## src/hw/pcf_regs.svh

```systemverilog
// constants for the pulse-count flash configuration receiver
`ifndef PCF_REGS_SVH
`define PCF_REGS_SVH
// -------------------------------------------------------------
// register addresses
// -------------------------------------------------------------
`define PCF_ADDR_TORCH_LEVEL   2'h0
`define PCF_ADDR_UNUSED        2'h1
`define PCF_ADDR_OUT_ENABLE    2'h2
`define PCF_ADDR_PEAK_RATIO    2'h3
// -------------------------------------------------------------
// edge count windows
// -------------------------------------------------------------
`define PCF_DATA_MIN           5'h01
`define PCF_DATA_MAX           5'h10
`define PCF_ADDR_BASE          5'h11
`define PCF_ADDR_MAX           5'h14
// -------------------------------------------------------------
// defaults, applied on a trigger before any write, plus reset value and torch-on threshold
// -------------------------------------------------------------
`define PCF_DEF_TORCH_LEVEL    4'h1
`define PCF_DEF_OUT_ENABLE     4'h4
`define PCF_DEF_PEAK_RATIO     4'h1
`define PCF_RST_VALUE          4'h0
`define PCF_OE_ON_MIN          4'h3
// -------------------------------------------------------------
// timing
// -------------------------------------------------------------
`define PCF_CLK_PERIOD_NS      10
`define PCF_LATCH_TIMEOUT_US   500
`define PCF_OFF_TIMEOUT_US     500
`define PCF_LATCH_CYCLES       ((`PCF_LATCH_TIMEOUT_US * 1000) / `PCF_CLK_PERIOD_NS)
`define PCF_OFF_CYCLES         ((`PCF_OFF_TIMEOUT_US * 1000) / `PCF_CLK_PERIOD_NS)
`endif

```

## src/hw/pcf_pkg.sv

```systemverilog
// types shared by the configuration receiver
package pcf_pkg;
  // -------------------------------------------------------------
  // settings bundle
  // -------------------------------------------------------------
  typedef struct packed {
    logic [3:0] torch_current;        // movie level code
    logic [3:0] movie_output_enable;  // output enable code
    logic [3:0] flash_peak_ratio;     // peak ratio code
  } pcf_cfg_t;

  // led drive mode
  typedef enum logic [1:0] {
    PCF_LED_OFF   = 2'b00,
    PCF_LED_TORCH = 2'b01,
    PCF_LED_FLASH = 2'b10,
    PCF_LED_INHIB = 2'b11
  } pcf_led_t;
endpackage : pcf_pkg

```

## src/hw/pcf_config_rx.sv

```systemverilog
// pulse-count configuration receiver for a flash led driver
`timescale 1ns/1ps
`include "pcf_regs.svh"
module pcf_config_rx #(
  parameter int unsigned LATCH_CYCLES = `PCF_LATCH_CYCLES,
  parameter int unsigned OFF_CYCLES   = `PCF_OFF_CYCLES
) (
  // clock and reset
  input  wire logic             ref_clk,
  input  wire logic             reset,
  // pins
  input  wire logic             ctrl_line,
  input  wire logic             flash_trigger_input,
  input  wire logic             flash_inhibit_input,
  // settings and drive state
  output pcf_pkg::pcf_cfg_t     cfg_ff,
  output logic                  enabled_ff,
  output pcf_pkg::pcf_led_t     led_mode_ff,
  output logic [3:0]            drive_level_ff,
  output logic [3:0]            drive_ratio_ff
);
  // refuse timeouts that the line timer cannot count
  if (LATCH_CYCLES < 2 || OFF_CYCLES < 2 ||
      LATCH_CYCLES > 32'h00FF_FFFF || OFF_CYCLES > 32'h00FF_FFFF) begin : g_bad_timeouts
    $error("pcf_config_rx: timeouts out of range");
  end
  // -------------------------------------------------------------
  // line timing
  // -------------------------------------------------------------
  logic       rise_pulse;    // rising edge on the line
  logic       latch_pulse;   // high timeout elapsed
  logic [4:0] latch_count;   // edges in the finished burst
  logic       off_pulse;     // low timeout elapsed

  pcf_line_timer #(
    .LATCH_CYCLES (LATCH_CYCLES),
    .OFF_CYCLES   (OFF_CYCLES)
  ) u_timer (
    .ref_clk        (ref_clk),
    .reset          (reset),
    .ctrl_line      (ctrl_line),
    .rise_pulse_ff  (rise_pulse),
    .latch_pulse_ff (latch_pulse),
    .latch_count_ff (latch_count),
    .off_pulse_ff   (off_pulse)
  );

  // -------------------------------------------------------------
  // pin synchronisers for trigger and inhibit
  // -------------------------------------------------------------
  logic [1:0] trig_sync_ff;   // [0] read only by [1]
  logic [1:0] inh_sync_ff;    // [0] read only by [1]
  logic       trig_prev_ff;   // for trigger rising edge
  logic       trig;
  logic       inh;
  assign trig = trig_sync_ff[1];
  assign inh  = inh_sync_ff[1];

  // two-flop capture of both asynchronous pins
  always_ff @(posedge ref_clk or posedge reset) begin
    if (reset) begin
      trig_sync_ff <= 2'b00;
      inh_sync_ff  <= 2'b00;
      trig_prev_ff <= 1'b0;
    end else begin
      trig_sync_ff <= {trig_sync_ff[0], flash_trigger_input};
      inh_sync_ff  <= {inh_sync_ff[0], flash_inhibit_input};
      trig_prev_ff <= trig;
    end
  end

  // -------------------------------------------------------------
  // decode helpers
  // -------------------------------------------------------------
  // true when a latched count is a usable address
  function automatic logic is_addr(input logic [4:0] cnt);
    is_addr = (cnt >= `PCF_ADDR_BASE) && (cnt <= `PCF_ADDR_MAX)
              && (cnt != (`PCF_ADDR_BASE + 5'h01));   // unused address dropped
  endfunction : is_addr

  // data code equals edge count, 16 edges fit as code 16 = 4'h0 plus wrap
  function automatic logic [3:0] to_code(input logic [4:0] cnt);
    to_code = cnt[3:0];
  endfunction : to_code

  // -------------------------------------------------------------
  // enable state, selected address and written flag
  // -------------------------------------------------------------
  logic [1:0] addr_ff;      // selected register
  logic       written_ff;   // any data write since enable
  logic       flashed_ff;   // a flash has happened since enable
  logic       level_set_ff; // torch level holds a real code

  // enable follows the first edge, ends with shutdown
  always_ff @(posedge ref_clk or posedge reset) begin
    if (reset) begin
      enabled_ff <= 1'b0;
      addr_ff    <= `PCF_ADDR_TORCH_LEVEL;
    end else if (off_pulse) begin
      enabled_ff <= 1'b0;
      addr_ff    <= `PCF_ADDR_TORCH_LEVEL;
    end else begin
      if (rise_pulse && !enabled_ff) begin
        enabled_ff <= 1'b1;
        addr_ff    <= `PCF_ADDR_TORCH_LEVEL;
      end
      if (latch_pulse && is_addr(latch_count))
        addr_ff <= 2'(latch_count - `PCF_ADDR_BASE);
      // out of range counts leave the address alone
    end
  end

  // -------------------------------------------------------------
  // setting registers
  // -------------------------------------------------------------
  logic data_ok;
  logic trig_rise;
  assign data_ok   = latch_pulse && latch_count >= `PCF_DATA_MIN && latch_count <= `PCF_DATA_MAX;
  assign trig_rise = trig && !trig_prev_ff;

  // codes are stored as received, 16 kept as 4'h0 which decodes as step 16
  always_ff @(posedge ref_clk or posedge reset) begin
    if (reset) begin
      cfg_ff     <= '{`PCF_RST_VALUE, `PCF_RST_VALUE, `PCF_RST_VALUE};
      written_ff <= 1'b0;
    end else if (off_pulse) begin
      cfg_ff     <= '{`PCF_RST_VALUE, `PCF_RST_VALUE, `PCF_RST_VALUE};
      written_ff <= 1'b0;
    end else if (data_ok) begin
      written_ff <= 1'b1;
      unique case (addr_ff)
        `PCF_ADDR_TORCH_LEVEL: cfg_ff.torch_current       <= to_code(latch_count);
        `PCF_ADDR_OUT_ENABLE:  cfg_ff.movie_output_enable <= to_code(latch_count);
        `PCF_ADDR_PEAK_RATIO:  cfg_ff.flash_peak_ratio    <= to_code(latch_count);
        `PCF_ADDR_UNUSED:      written_ff <= written_ff;
      endcase
    end else if (enabled_ff && trig_rise && !written_ff) begin
      cfg_ff <= '{`PCF_DEF_TORCH_LEVEL, `PCF_DEF_OUT_ENABLE, `PCF_DEF_PEAK_RATIO};
    end
  end

  // -------------------------------------------------------------
  // flash history: torch is blocked after a flash
  // -------------------------------------------------------------
  always_ff @(posedge ref_clk or posedge reset) begin
    if (reset) begin
      flashed_ff <= 1'b0;
    end else if (off_pulse) begin
      flashed_ff <= 1'b0;
    end else if (enabled_ff && trig) begin
      // level, not edge, so a trigger already high at enable still counts
      flashed_ff <= 1'b1;
    end
  end

  // -------------------------------------------------------------
  // torch level validity
  // -------------------------------------------------------------
  // code 16 is kept as 4'h0, the same as a cleared register, so
  // a separate flag says whether the level holds a real code
  always_ff @(posedge ref_clk or posedge reset) begin
    if (reset) begin
      level_set_ff <= 1'b0;
    end else if (off_pulse) begin
      level_set_ff <= 1'b0;
    end else if (data_ok && addr_ff == `PCF_ADDR_TORCH_LEVEL) begin
      level_set_ff <= 1'b1;
    end else if (enabled_ff && trig_rise && !written_ff) begin
      level_set_ff <= 1'b1;
    end
  end

  // -------------------------------------------------------------
  // led drive selection
  // -------------------------------------------------------------
  // level codes index a 16-step log table in the analog sink;
  // the torch full scale is flash full scale over seven there
  logic torch_on;
  assign torch_on = (cfg_ff.movie_output_enable >= `PCF_OE_ON_MIN);

  always_ff @(posedge ref_clk or posedge reset) begin
    if (reset) begin
      led_mode_ff    <= pcf_pkg::PCF_LED_OFF;
      drive_level_ff <= `PCF_RST_VALUE;
      drive_ratio_ff <= `PCF_RST_VALUE;
    end else if (enabled_ff && trig && inh) begin
      led_mode_ff    <= pcf_pkg::PCF_LED_INHIB;
      drive_level_ff <= `PCF_DEF_TORCH_LEVEL;
      drive_ratio_ff <= cfg_ff.flash_peak_ratio;
    end else if (enabled_ff && trig) begin
      led_mode_ff    <= pcf_pkg::PCF_LED_FLASH;
      drive_level_ff <= cfg_ff.torch_current;
      drive_ratio_ff <= cfg_ff.flash_peak_ratio;
    end else if (enabled_ff && !flashed_ff && torch_on && level_set_ff) begin
      // torch only while no flash has happened since enable
      led_mode_ff    <= pcf_pkg::PCF_LED_TORCH;
      drive_level_ff <= cfg_ff.torch_current;
      drive_ratio_ff <= cfg_ff.flash_peak_ratio;
    end else begin
      // off: disabled, torch blocked, disabled by code, or no level yet
      led_mode_ff    <= pcf_pkg::PCF_LED_OFF;
      drive_level_ff <= `PCF_RST_VALUE;
      drive_ratio_ff <= `PCF_RST_VALUE;
    end
  end
endmodule : pcf_config_rx

```

## src/hw/pcf_line_timer.sv

```systemverilog
// control line synchroniser, edge counter and timeout detector
`timescale 1ns/1ps
`include "pcf_regs.svh"
module pcf_line_timer #(
  parameter int unsigned LATCH_CYCLES = `PCF_LATCH_CYCLES,
  parameter int unsigned OFF_CYCLES   = `PCF_OFF_CYCLES
) (
  // clock and reset
  input  wire logic       ref_clk,
  input  wire logic       reset,
  // line pin
  input  wire logic       ctrl_line,
  // results
  output logic            rise_pulse_ff,    // one cycle per rising edge
  output logic            latch_pulse_ff,   // one cycle when high timeout ends
  output logic [4:0]      latch_count_ff,   // count valid with latch pulse
  output logic            off_pulse_ff      // one cycle when low timeout ends
);
  // refuse timeouts that the 24-bit timer cannot count
  if (LATCH_CYCLES < 2 || OFF_CYCLES < 2 ||
      LATCH_CYCLES > 32'h00FF_FFFF || OFF_CYCLES > 32'h00FF_FFFF) begin : g_bad_timeouts
    $error("pcf_line_timer: timeout counts out of range");
  end
  // -------------------------------------------------------------
  // synchroniser
  // -------------------------------------------------------------
  logic       sync1_ff;     // first stage, read only by sync2
  logic       sync2_ff;     // stable line level
  logic       prev_ff;      // level one cycle ago
  logic [23:0] timer_ff;    // cycles since last edge
  logic [4:0]  count_ff;    // saturating rising-edge count
  logic        done_ff;     // timeout already reported for this level
  logic        edge_now;
  assign edge_now = sync2_ff ^ prev_ff;

  // two-flop capture of the asynchronous pin
  always_ff @(posedge ref_clk or posedge reset) begin
    if (reset) begin
      sync1_ff <= 1'b0;
      sync2_ff <= 1'b0;
      prev_ff  <= 1'b0;
    end else begin
      sync1_ff <= ctrl_line;
      sync2_ff <= sync1_ff;
      prev_ff  <= sync2_ff;
    end
  end

  // -------------------------------------------------------------
  // timeout timer, restarted on every edge
  // -------------------------------------------------------------
  always_ff @(posedge ref_clk or posedge reset) begin
    if (reset) begin
      timer_ff <= 24'h00_0000;
      done_ff  <= 1'b1;               // idle low line counts as already off
    end else if (edge_now) begin
      timer_ff <= 24'h00_0000;
      done_ff  <= 1'b0;
    end else if (!done_ff) begin
      timer_ff <= timer_ff + 24'h00_0001;
      if (sync2_ff && timer_ff == 24'(LATCH_CYCLES - 1))
        done_ff <= 1'b1;
      if (!sync2_ff && timer_ff == 24'(OFF_CYCLES - 1))
        done_ff <= 1'b1;
    end
  end

  // -------------------------------------------------------------
  // edge counter and event pulses
  // -------------------------------------------------------------
  always_ff @(posedge ref_clk or posedge reset) begin
    if (reset) begin
      count_ff       <= 5'h00;
      rise_pulse_ff  <= 1'b0;
      latch_pulse_ff <= 1'b0;
      latch_count_ff <= 5'h00;
      off_pulse_ff   <= 1'b0;
    end else begin
      rise_pulse_ff  <= edge_now && sync2_ff;
      latch_pulse_ff <= 1'b0;
      off_pulse_ff   <= 1'b0;
      // saturate at 31 so very long bursts never wrap into a valid code
      if (edge_now && sync2_ff && count_ff != 5'h1F)
        count_ff <= count_ff + 5'h01;
      if (!edge_now && !done_ff && sync2_ff && timer_ff == 24'(LATCH_CYCLES - 1)) begin
        latch_pulse_ff <= 1'b1;
        latch_count_ff <= count_ff;
        count_ff       <= 5'h00;
      end
      if (!edge_now && !done_ff && !sync2_ff && timer_ff == 24'(OFF_CYCLES - 1)) begin
        off_pulse_ff <= 1'b1;
        count_ff     <= 5'h00;
      end
    end
  end
endmodule : pcf_line_timer

```

## config.mk

```make
export PLATFORM = sky130hd
export DESIGN_NAME = pcf_config_rx
export DESIGN_NICKNAME = d
export VERILOG_FILES = /design/src/hw/pcf_pkg.sv /design/src/hw/pcf_config_rx.sv /design/src/hw/pcf_line_timer.sv
export VERILOG_INCLUDE_DIRS = /design/src /design/src/hw
export SDC_FILE = /design/constraint.sdc
export NUM_CORES = 1
export LEC_CHECK = 0
export BUFFER_PORTS_ARGS = -buffer_cell sky130_fd_sc_hd__buf_2
export CAP_MARGIN = 20
export CORE_MARGIN = 8
export CORE_UTILIZATION = 54
export CTS_CLUSTER_SIZE = 25
export DETAILED_ROUTE_END_ITERATION = 16
export GPL_TIMING_DRIVEN = 0
export PLACE_DENSITY = 0.86
export SYNTH_ARGS = -nofsm -noshare
export SYNTH_HDL_FRONTEND = slang
export SYNTH_HIERARCHICAL = 1
export SYNTH_SLANG_ARGS = --single-unit
```

## constraint.sdc

```tcl
create_clock -name ref_clk -period 2.2 [get_ports ref_clk]
set_input_delay 0.22 -clock ref_clk [delete_from_list [all_inputs] [get_ports ref_clk]]
set_output_delay 0.22 -clock ref_clk [all_outputs]
set_load 0.01 [all_outputs]
```

==> summary.md, run 1 <==
| Metric | Value |
|---|---|
| Final Slew Violations | 0 |
| Number of synthesized register bits | 74 |
| Reg-to-reg slack, setup | 0.07 ns |
| Period utilization | 0.9668 |
| NetSw | roughly 770 µW |
| Required @ worst endpoint | 2.44 ns |
| Syn Area/Cell | 10.45 µm² |
| Fillers | a little under 500 |
| Clock Power Share | 0.374 |
| Overall global routing resource usage | 0.1588 |
| Starting Density | 0.5563 |
| Vias per cell | a little under 6 |
| Vias | 2718 |
| Vias in the first global route | about 2700 |
| Final Wtd Congestion | between 0.8 and 0.9 |
| Num Clock Sinks | 74 |
| Final Hold Fails | 0 |
| Critical path class | reg -> reg |
| Nets | ~400 |
| TNS Setup | 0 ns |
| Outcome | finished clean |
| Worst hold endpoint | u_timer/sync2_ff |
| Slew HR | 0.4476 |
| Reg2reg end | u_timer/latch_count_ff[3] |
| Max rail drop VDD | around 0.00045 V |
| DR pass1 iterations | 4 |
| CTS tree | done |
| Post-synth EDFFs | 0 |
| Layout cells sized above 1 | 0.1897 |
| Int Pwr | 1.966 mW |
| Clock buffer count from CTS | 9 |
| CP max FO | 5 |
| Clock transition at path regs | 0.08 ns |
| Cells after Synth | roughly 340 |
| Clock latency on the worst-skew pair | between 0.3 and 0.4 ns |
| Commonest cells post-synth | dfrtp_1, nand2_1, nor2_1, a21oi_1, nand3_1 |
| Synth Net Count | 350 |
| R2R Path Start | u_timer/sync2_ff |
| Switching Fraction | 0.2808 |
| Die Span X | around 97 µm |
| Share of the synthesized area in the top cell type | 0.5172 |
| Post-Synth Adder-Cell Area | 0.02480 |
| Residual DRC | 0 |
| Maximum clock rate | approximately 470 MHz |
| Grt ovf | 0 |
| RSZ-0062 raised after global routing | true |
| Cell row count | 29 |
| Crit path launch type | register |
| Top cells by area, synth | dfrtp_1, mux2i_1, nand2_1, nor2_1, a21oi_1 |
| Largest family of logic cells by synthesized area | simple AND/OR/NAND/NOR gates |
| Worst Skew | 0.01258 ns |
| IO Pins | 28 |
| Initial antenna violation count | 0 |
| Critical Path AT | about 2.4 ns |
| Sequential Power Share | 0.544 |
| Top_reg_cell synth | dfrtp_1 |
| # port buffers | 27 |
| Async S/R FF share, synth | 1.000 |
| Hold Path Stages | 0 |
| Worst Setup End Kind | register |
| Clock Root Buffer | clkbuf_8 |
| Max Buffers Root-to-Sink | 2 |
| Yosys warning count | 6 |
| Comb pwr share | 0.082 |
| Pwr dens | between 600 and 700 mW/mm² |
| Pin count of the biggest net entering global routing | 42 |
| Final Util | 0.6434 |
| Max-Cap Viols | 0 |
| Post-Syn Area | between 0.003 and 0.004 mm² |
| Compound-Gate Fraction of Synth Area | 0.08466 |
| Final setup vio count | 0 |
| Most common cell in the netlist | dfrtp_1 |
| Final WL | ~7.3 mm |
| Mux cell area share after synthesis | 0.06164 |
| Iter 0 DRT Violations | roughly 170 |
| Leakage | 1.805 nW |
| P&R area growth vs syn | 15.66% |
| HPWL Detailed | between 5 and 6 mm |
| R2R cell count | 5 |
| Max H-tree Level | 3 |
| Number of diodes | 0 |
| Synth unique cells | 50 |
| Post-synthesis simple-gate area fraction | 0.2395 |
| Min-Delay Path Class | reg -> reg |
| First-pass GRT wire length | 12.43 mm |
| Core ar. | between 0.006 and 0.007 mm² |
| Drt wl/cell | about 16 µm |
| Largest area contributor in the netlist | dfrtp_1 |
| Worst hold start | u_timer/sync1_ff |
| Die Y-Extent | roughly 97 µm |
| Routed Antenna Nets | 0 |
| Register area share after synthesis | 0.5246 |
| Final worst path period need | 2.127 ns |
| Worst slew pin tran | 0.8273 ns |
| Die area | 0.009385 mm² |
| XOR/XNOR share of the synthesized area | 0.03471 |
[worst max path at each step]
stage                                   start                         to  slack, ns
after floorplan              u_timer/sync2_ff  u_timer/latch_count_ff[0]       0.03
after global placement       u_timer/sync2_ff  u_timer/latch_count_ff[0]      -0.13
after detailed placement     u_timer/sync2_ff  u_timer/latch_count_ff[3]      -0.17
after CTS                    u_timer/sync2_ff  u_timer/latch_count_ff[3]      0.004
after global routing      u_timer/timer_ff[0]  u_timer/latch_count_ff[0]      -0.02
final                        u_timer/sync2_ff  u_timer/latch_count_ff[3]       0.07
[per-stage QoR]
step	total power, mW	setup WS [ns]	instances	hold slack (ns)	instance area [µm²]
final	2.734	0.07294	467	0.3539	4085
after global routing	2.854	-0.01670	467	0.3601	4085
after CTS	2.748	0.003878	466	0.3547	4060
after detailed placement	1.728	-0.1741	443	0.2615	3791
after global placement	1.700	-0.1319	442	0.3291	3764
after floorplan	1.656	0.03143	338	0.2514	3532
[flip-flops by register name (all words and copies together) (netlist names), 2 cells and up]
| name | count |
|---|---|
| u_timer/count_ff | 5 |
| led_mode_ff | 2 |
| trig_sync_ff | 2 |
| addr_ff | 2 |
| drive_level_ff | 4 |
| cfg_ff | 12 |
| u_timer/latch_count_ff | 5 |
| drive_ratio_ff | 4 |
| inh_sync_ff | 2 |
| u_timer/timer_ff | 24 |
[metal layers]
layer	wire (µm)	share of wire	GRT usage	up-vias
li1	-	-	-	1299
met1	3222	0.44	0.1909	1319
met2	3538	0.48	0.2573	83
met3	389	0.053	0.05121	17
met4	196	0.027	0.06272	0
met5	0	0	0	-
[critical path, stage by stage (launching register included)]
cell	delay [ns]
dfrtp_1	0.43
ha_4	0.29
nor4b_4	0.17
nand4_1	0.19
or4b_4	0.62
mux2_4	0.32
[layout make-up]
type | instances | area [µm²] | area share
clock buffers | 9 | 123.9 | 0.03032
repair buffers | 37 | 240.2 | 0.05881
flip-flops and latches | 74 | 1854 | 0.4539
inverters | 14 | 52.55 | 0.01286
clock inverters | 7 | 66.31 | 0.01623
well taps | 77 | 96.34 | 0.02358
multi-input cells | 240 | 1607 | 0.3933
plain buffers | 9 | 45.04 | 0.01103
[placed cells by master, fill, tap and decap left out, drive strengths merged, types with 8 or more instances in the layout]
master	synthesis	final
dfrtp	73	73
nand2	32	32
nor4	8	8
clkbuf	6	16
buf	4	35
a21oi	19	19
nor2	30	30
inv	13	19
nand4	12	12
and2	10	10
nand3	16	16
mux2i	12	12
xor2	10	10
[power by group through the flow]
stage,clock [mW],sequential (mW),combinational (mW)
finish,1.02,1.49,0.225
global route,1.10,1.50,0.259
CTS,1.03,1.49,0.226
detailed placement,0,1.52,0.212
global placement,0,1.51,0.193
floorplan,0,1.50,0.157
[kinds of logic (layout without fill, tap and decap cells)]
| family | after synthesis | in the layout |
|---|---|---|
| buffers and inverters | 24 | 76 |
| AOI/OAI and AO/OA | 47 | 47 |
| xor gates and xnor gates | 14 | 14 |
| and+or+nand+nor | 153 | 153 |
| DFF | 74 | 74 |
| muxes | 19 | 19 |
| adders and majority gates | 7 | 7 |
[repair_timing]
item | in CTS | in global routing
setup endpoints to repair | 5 | 21
endpoints found under the hold margin | 11 | 0
buffers inserted | 3 | 2
pin swaps | 3 | 3
resized for setup | 2 | 5
hold buffers | 4 | 0
Power figures use the tool's default switching activity.
==> inputs of run 2 (changes only) <==
Clock period 2.2 ns to 1.87 ns, I/O delays scaled along.
==> summary.md, run 2 (synthesis results as in run 1) <==
| Metric | Value |
|---|---|
| Outcome | finished, violations left |
| Failing checks | negative setup slack |
| CTS tree | done |
| Most Used Layer, Global Route | met2 |
| Most common cell after layout, fill and taps aside | dfrtp_1 |
| Layout cells sized above 1 | 0.2425 |
| Comb pwr share | 0.096 |
| CP max FO | 5 |
| Critical path class | reg -> reg |
| Slew HR | 0.4371 |
| Max rail drop VDD | approximately 0.00059 V |
| Final Hold Fails | 0 |
| Grt ovf | 0 |
| Number of diodes | 0 |
| Max stage delay on crit path | slightly above 0.6 ns |
| Critical Path AT | around 2.3 ns |
| Final Wtd Congestion | approximately 0.85 |
| Worst slew pin tran | 0.8432 ns |
| Final WL | 7.908 mm |
| Commonest cells after routing, fill and taps aside | dfrtp_1, nand2_1, nor2_1 |
| Maximum clock rate | ~470 MHz |
| Final worst path period need | roughly 2.1 ns |
| Overall global routing resource usage | 0.1689 |
| Max reg flops | 24 |
| Int Pwr | 2.332 mW |
| TNS Setup | -1.395 ns |
| Switching Fraction | 0.2520 |
| Pin count of the biggest net entering global routing | 42 |
| DR pass1 iterations | 4 |
| Nets | 407 |
| Largest reg by FF count | u_timer/timer_ff |
| Die area | 0.009385 mm² |
| Worst setup margin | -0.2378 ns |
| HPWL Detailed | about 5 mm |
| RSZ-0062 raised after global routing | true |
| Clock Root Buffer | clkbuf_8 |
| Residual DRC | 0 |
| Starting Density | 0.5563 |
| Pre-CTS setup slack | -0.4353 ns |
| IO Pins | 28 |
| Vias | roughly 2800 |
| Final Slew Violations | 0 |
| Core ar. | approximately 0.0063 mm² |
| NetSw | 785.8 µW |
| Leakage | about 1.9 nW |
| Initial antenna violation count | 0 |
| Top flop regs | u_timer/timer_ff: 24 flops, cfg_ff: 12 flops |
| Crit-path cells | ha_4, nor4b_4, nand4_1, or4b_4, mux2_4 |
| Drt wl/cell | 16.58 µm |
| Clock Power Share | 0.344 |
| Min-Delay Path Class | reg -> reg |
| Pwr dens | 740.0 mW/mm² |
| Num Clock Sinks | 74 |
| Clock transition at path regs | around 0.07 ns |
| Crit path launch type | register |
| Clock buffer count from CTS | 9 |
| Grt met1 use | 0.1965 |
| Routed Antenna Nets | 0 |
| Max Buffers Root-to-Sink | 2 |
| Met2 usage | 0.2766 |
| First-pass GRT wire length | 13.21 mm |
| Critical-path top delay cell | or4b_4 |
| Final setup vio count | 10 |
| Max-Cap Viols | 0 |
| Crit path max-delay family | simple AND/OR/NAND/NOR gates |
| CP bufs+invs | 0 |
| Period utilization | 1.127 |
| Iter 0 DRT Violations | 177 |
| # port buffers | 27 |
| Max H-tree Level | 3 |
| P&R area growth vs syn | 19.31% |
| Clock latency on the worst-skew pair | 0.34 ns |
| Met3 usage | 0.04979 |
| Die Y-Extent | between 90 and 100 µm |
| Die Span X | between 90 and 100 µm |
| Sequential Power Share | 0.560 |
| Worst Setup End Kind | register |
| Vias in the first global route | between 2000 and 3000 |
| Cell row count | 29 |
| Worst Skew | 0.009046 ns |
| Required @ worst endpoint | roughly 2.1 ns |
| Vias per cell | 5.864 |
==> run 2: layout make-up <==
class	count	area, µm²
plain buffers	8	42.54
clock buffers	13	148.9
clock inverters	3	15.01
fillers	462	2136
inverters	14	52.55
multi-input cells	240	1673
flip-flops and latches	74	1863
well taps	77	96.34
repair buffers	48	322.8
==> run 2: routing by layer <==
layer / up-vias / routed length [µm]
met3: 18 / 468
met4: 0 / 165
met5: - / 0
li1: 1312 / -
met1: 1370 / 3274
met2: 97 / 3999
==> run 2: power groups by stage <==
stage	Combinational (mW)	Sequential, mW	Clock, mW
after floorplan	0.187	1.76	0
after global placement	0.230	1.78	0
after detailed placement	0.250	1.78	0
after CTS	0.266	1.75	1.10
after global routing	0.347	1.75	1.17
final	0.301	1.75	1.07
==> run 2: metrics by stage <==
stage	util	area, µm²	instances	total power [mW]	hold slack (ns)
floorplan	-	3545	338	1.952	0.2184
global placement	0.5947	3776	442	2.006	0.2963
detailed placement	0.5990	3804	443	2.034	0.2995
CTS	0.6479	4114	469	3.114	0.3528
global route	0.6636	4214	477	3.271	0.3591
finish	0.6636	4214	477	3.118	0.3536
==> run 2: path summary, 6_finish.rpt <==
kind,startpoint,to,slack (ns),cells past startpoint
setup / recovery,u_timer/sync2_ff,u_timer/latch_count_ff[1],-0.24,5
hold / removal,trig_sync_ff[0],trig_sync_ff[1],0.35,0
setup reg to reg,u_timer/sync2_ff,u_timer/latch_count_ff[1],-0.24,5
hold reg to reg,trig_sync_ff[0],trig_sync_ff[1],0.35,0
max in group asynchronous,reset,u_timer/latch_count_ff[1],0.66,3
min in group asynchronous,reset,cfg_ff[11],0.53,3
==> run 2: what timing repair did <==
item	CTS	global route
endpoints found under the setup margin	34	39
resized for setup	13	12
pin swaps	6	3
hold buffers	4	0
hold endpoints to repair	16	0
buffers inserted	7	9
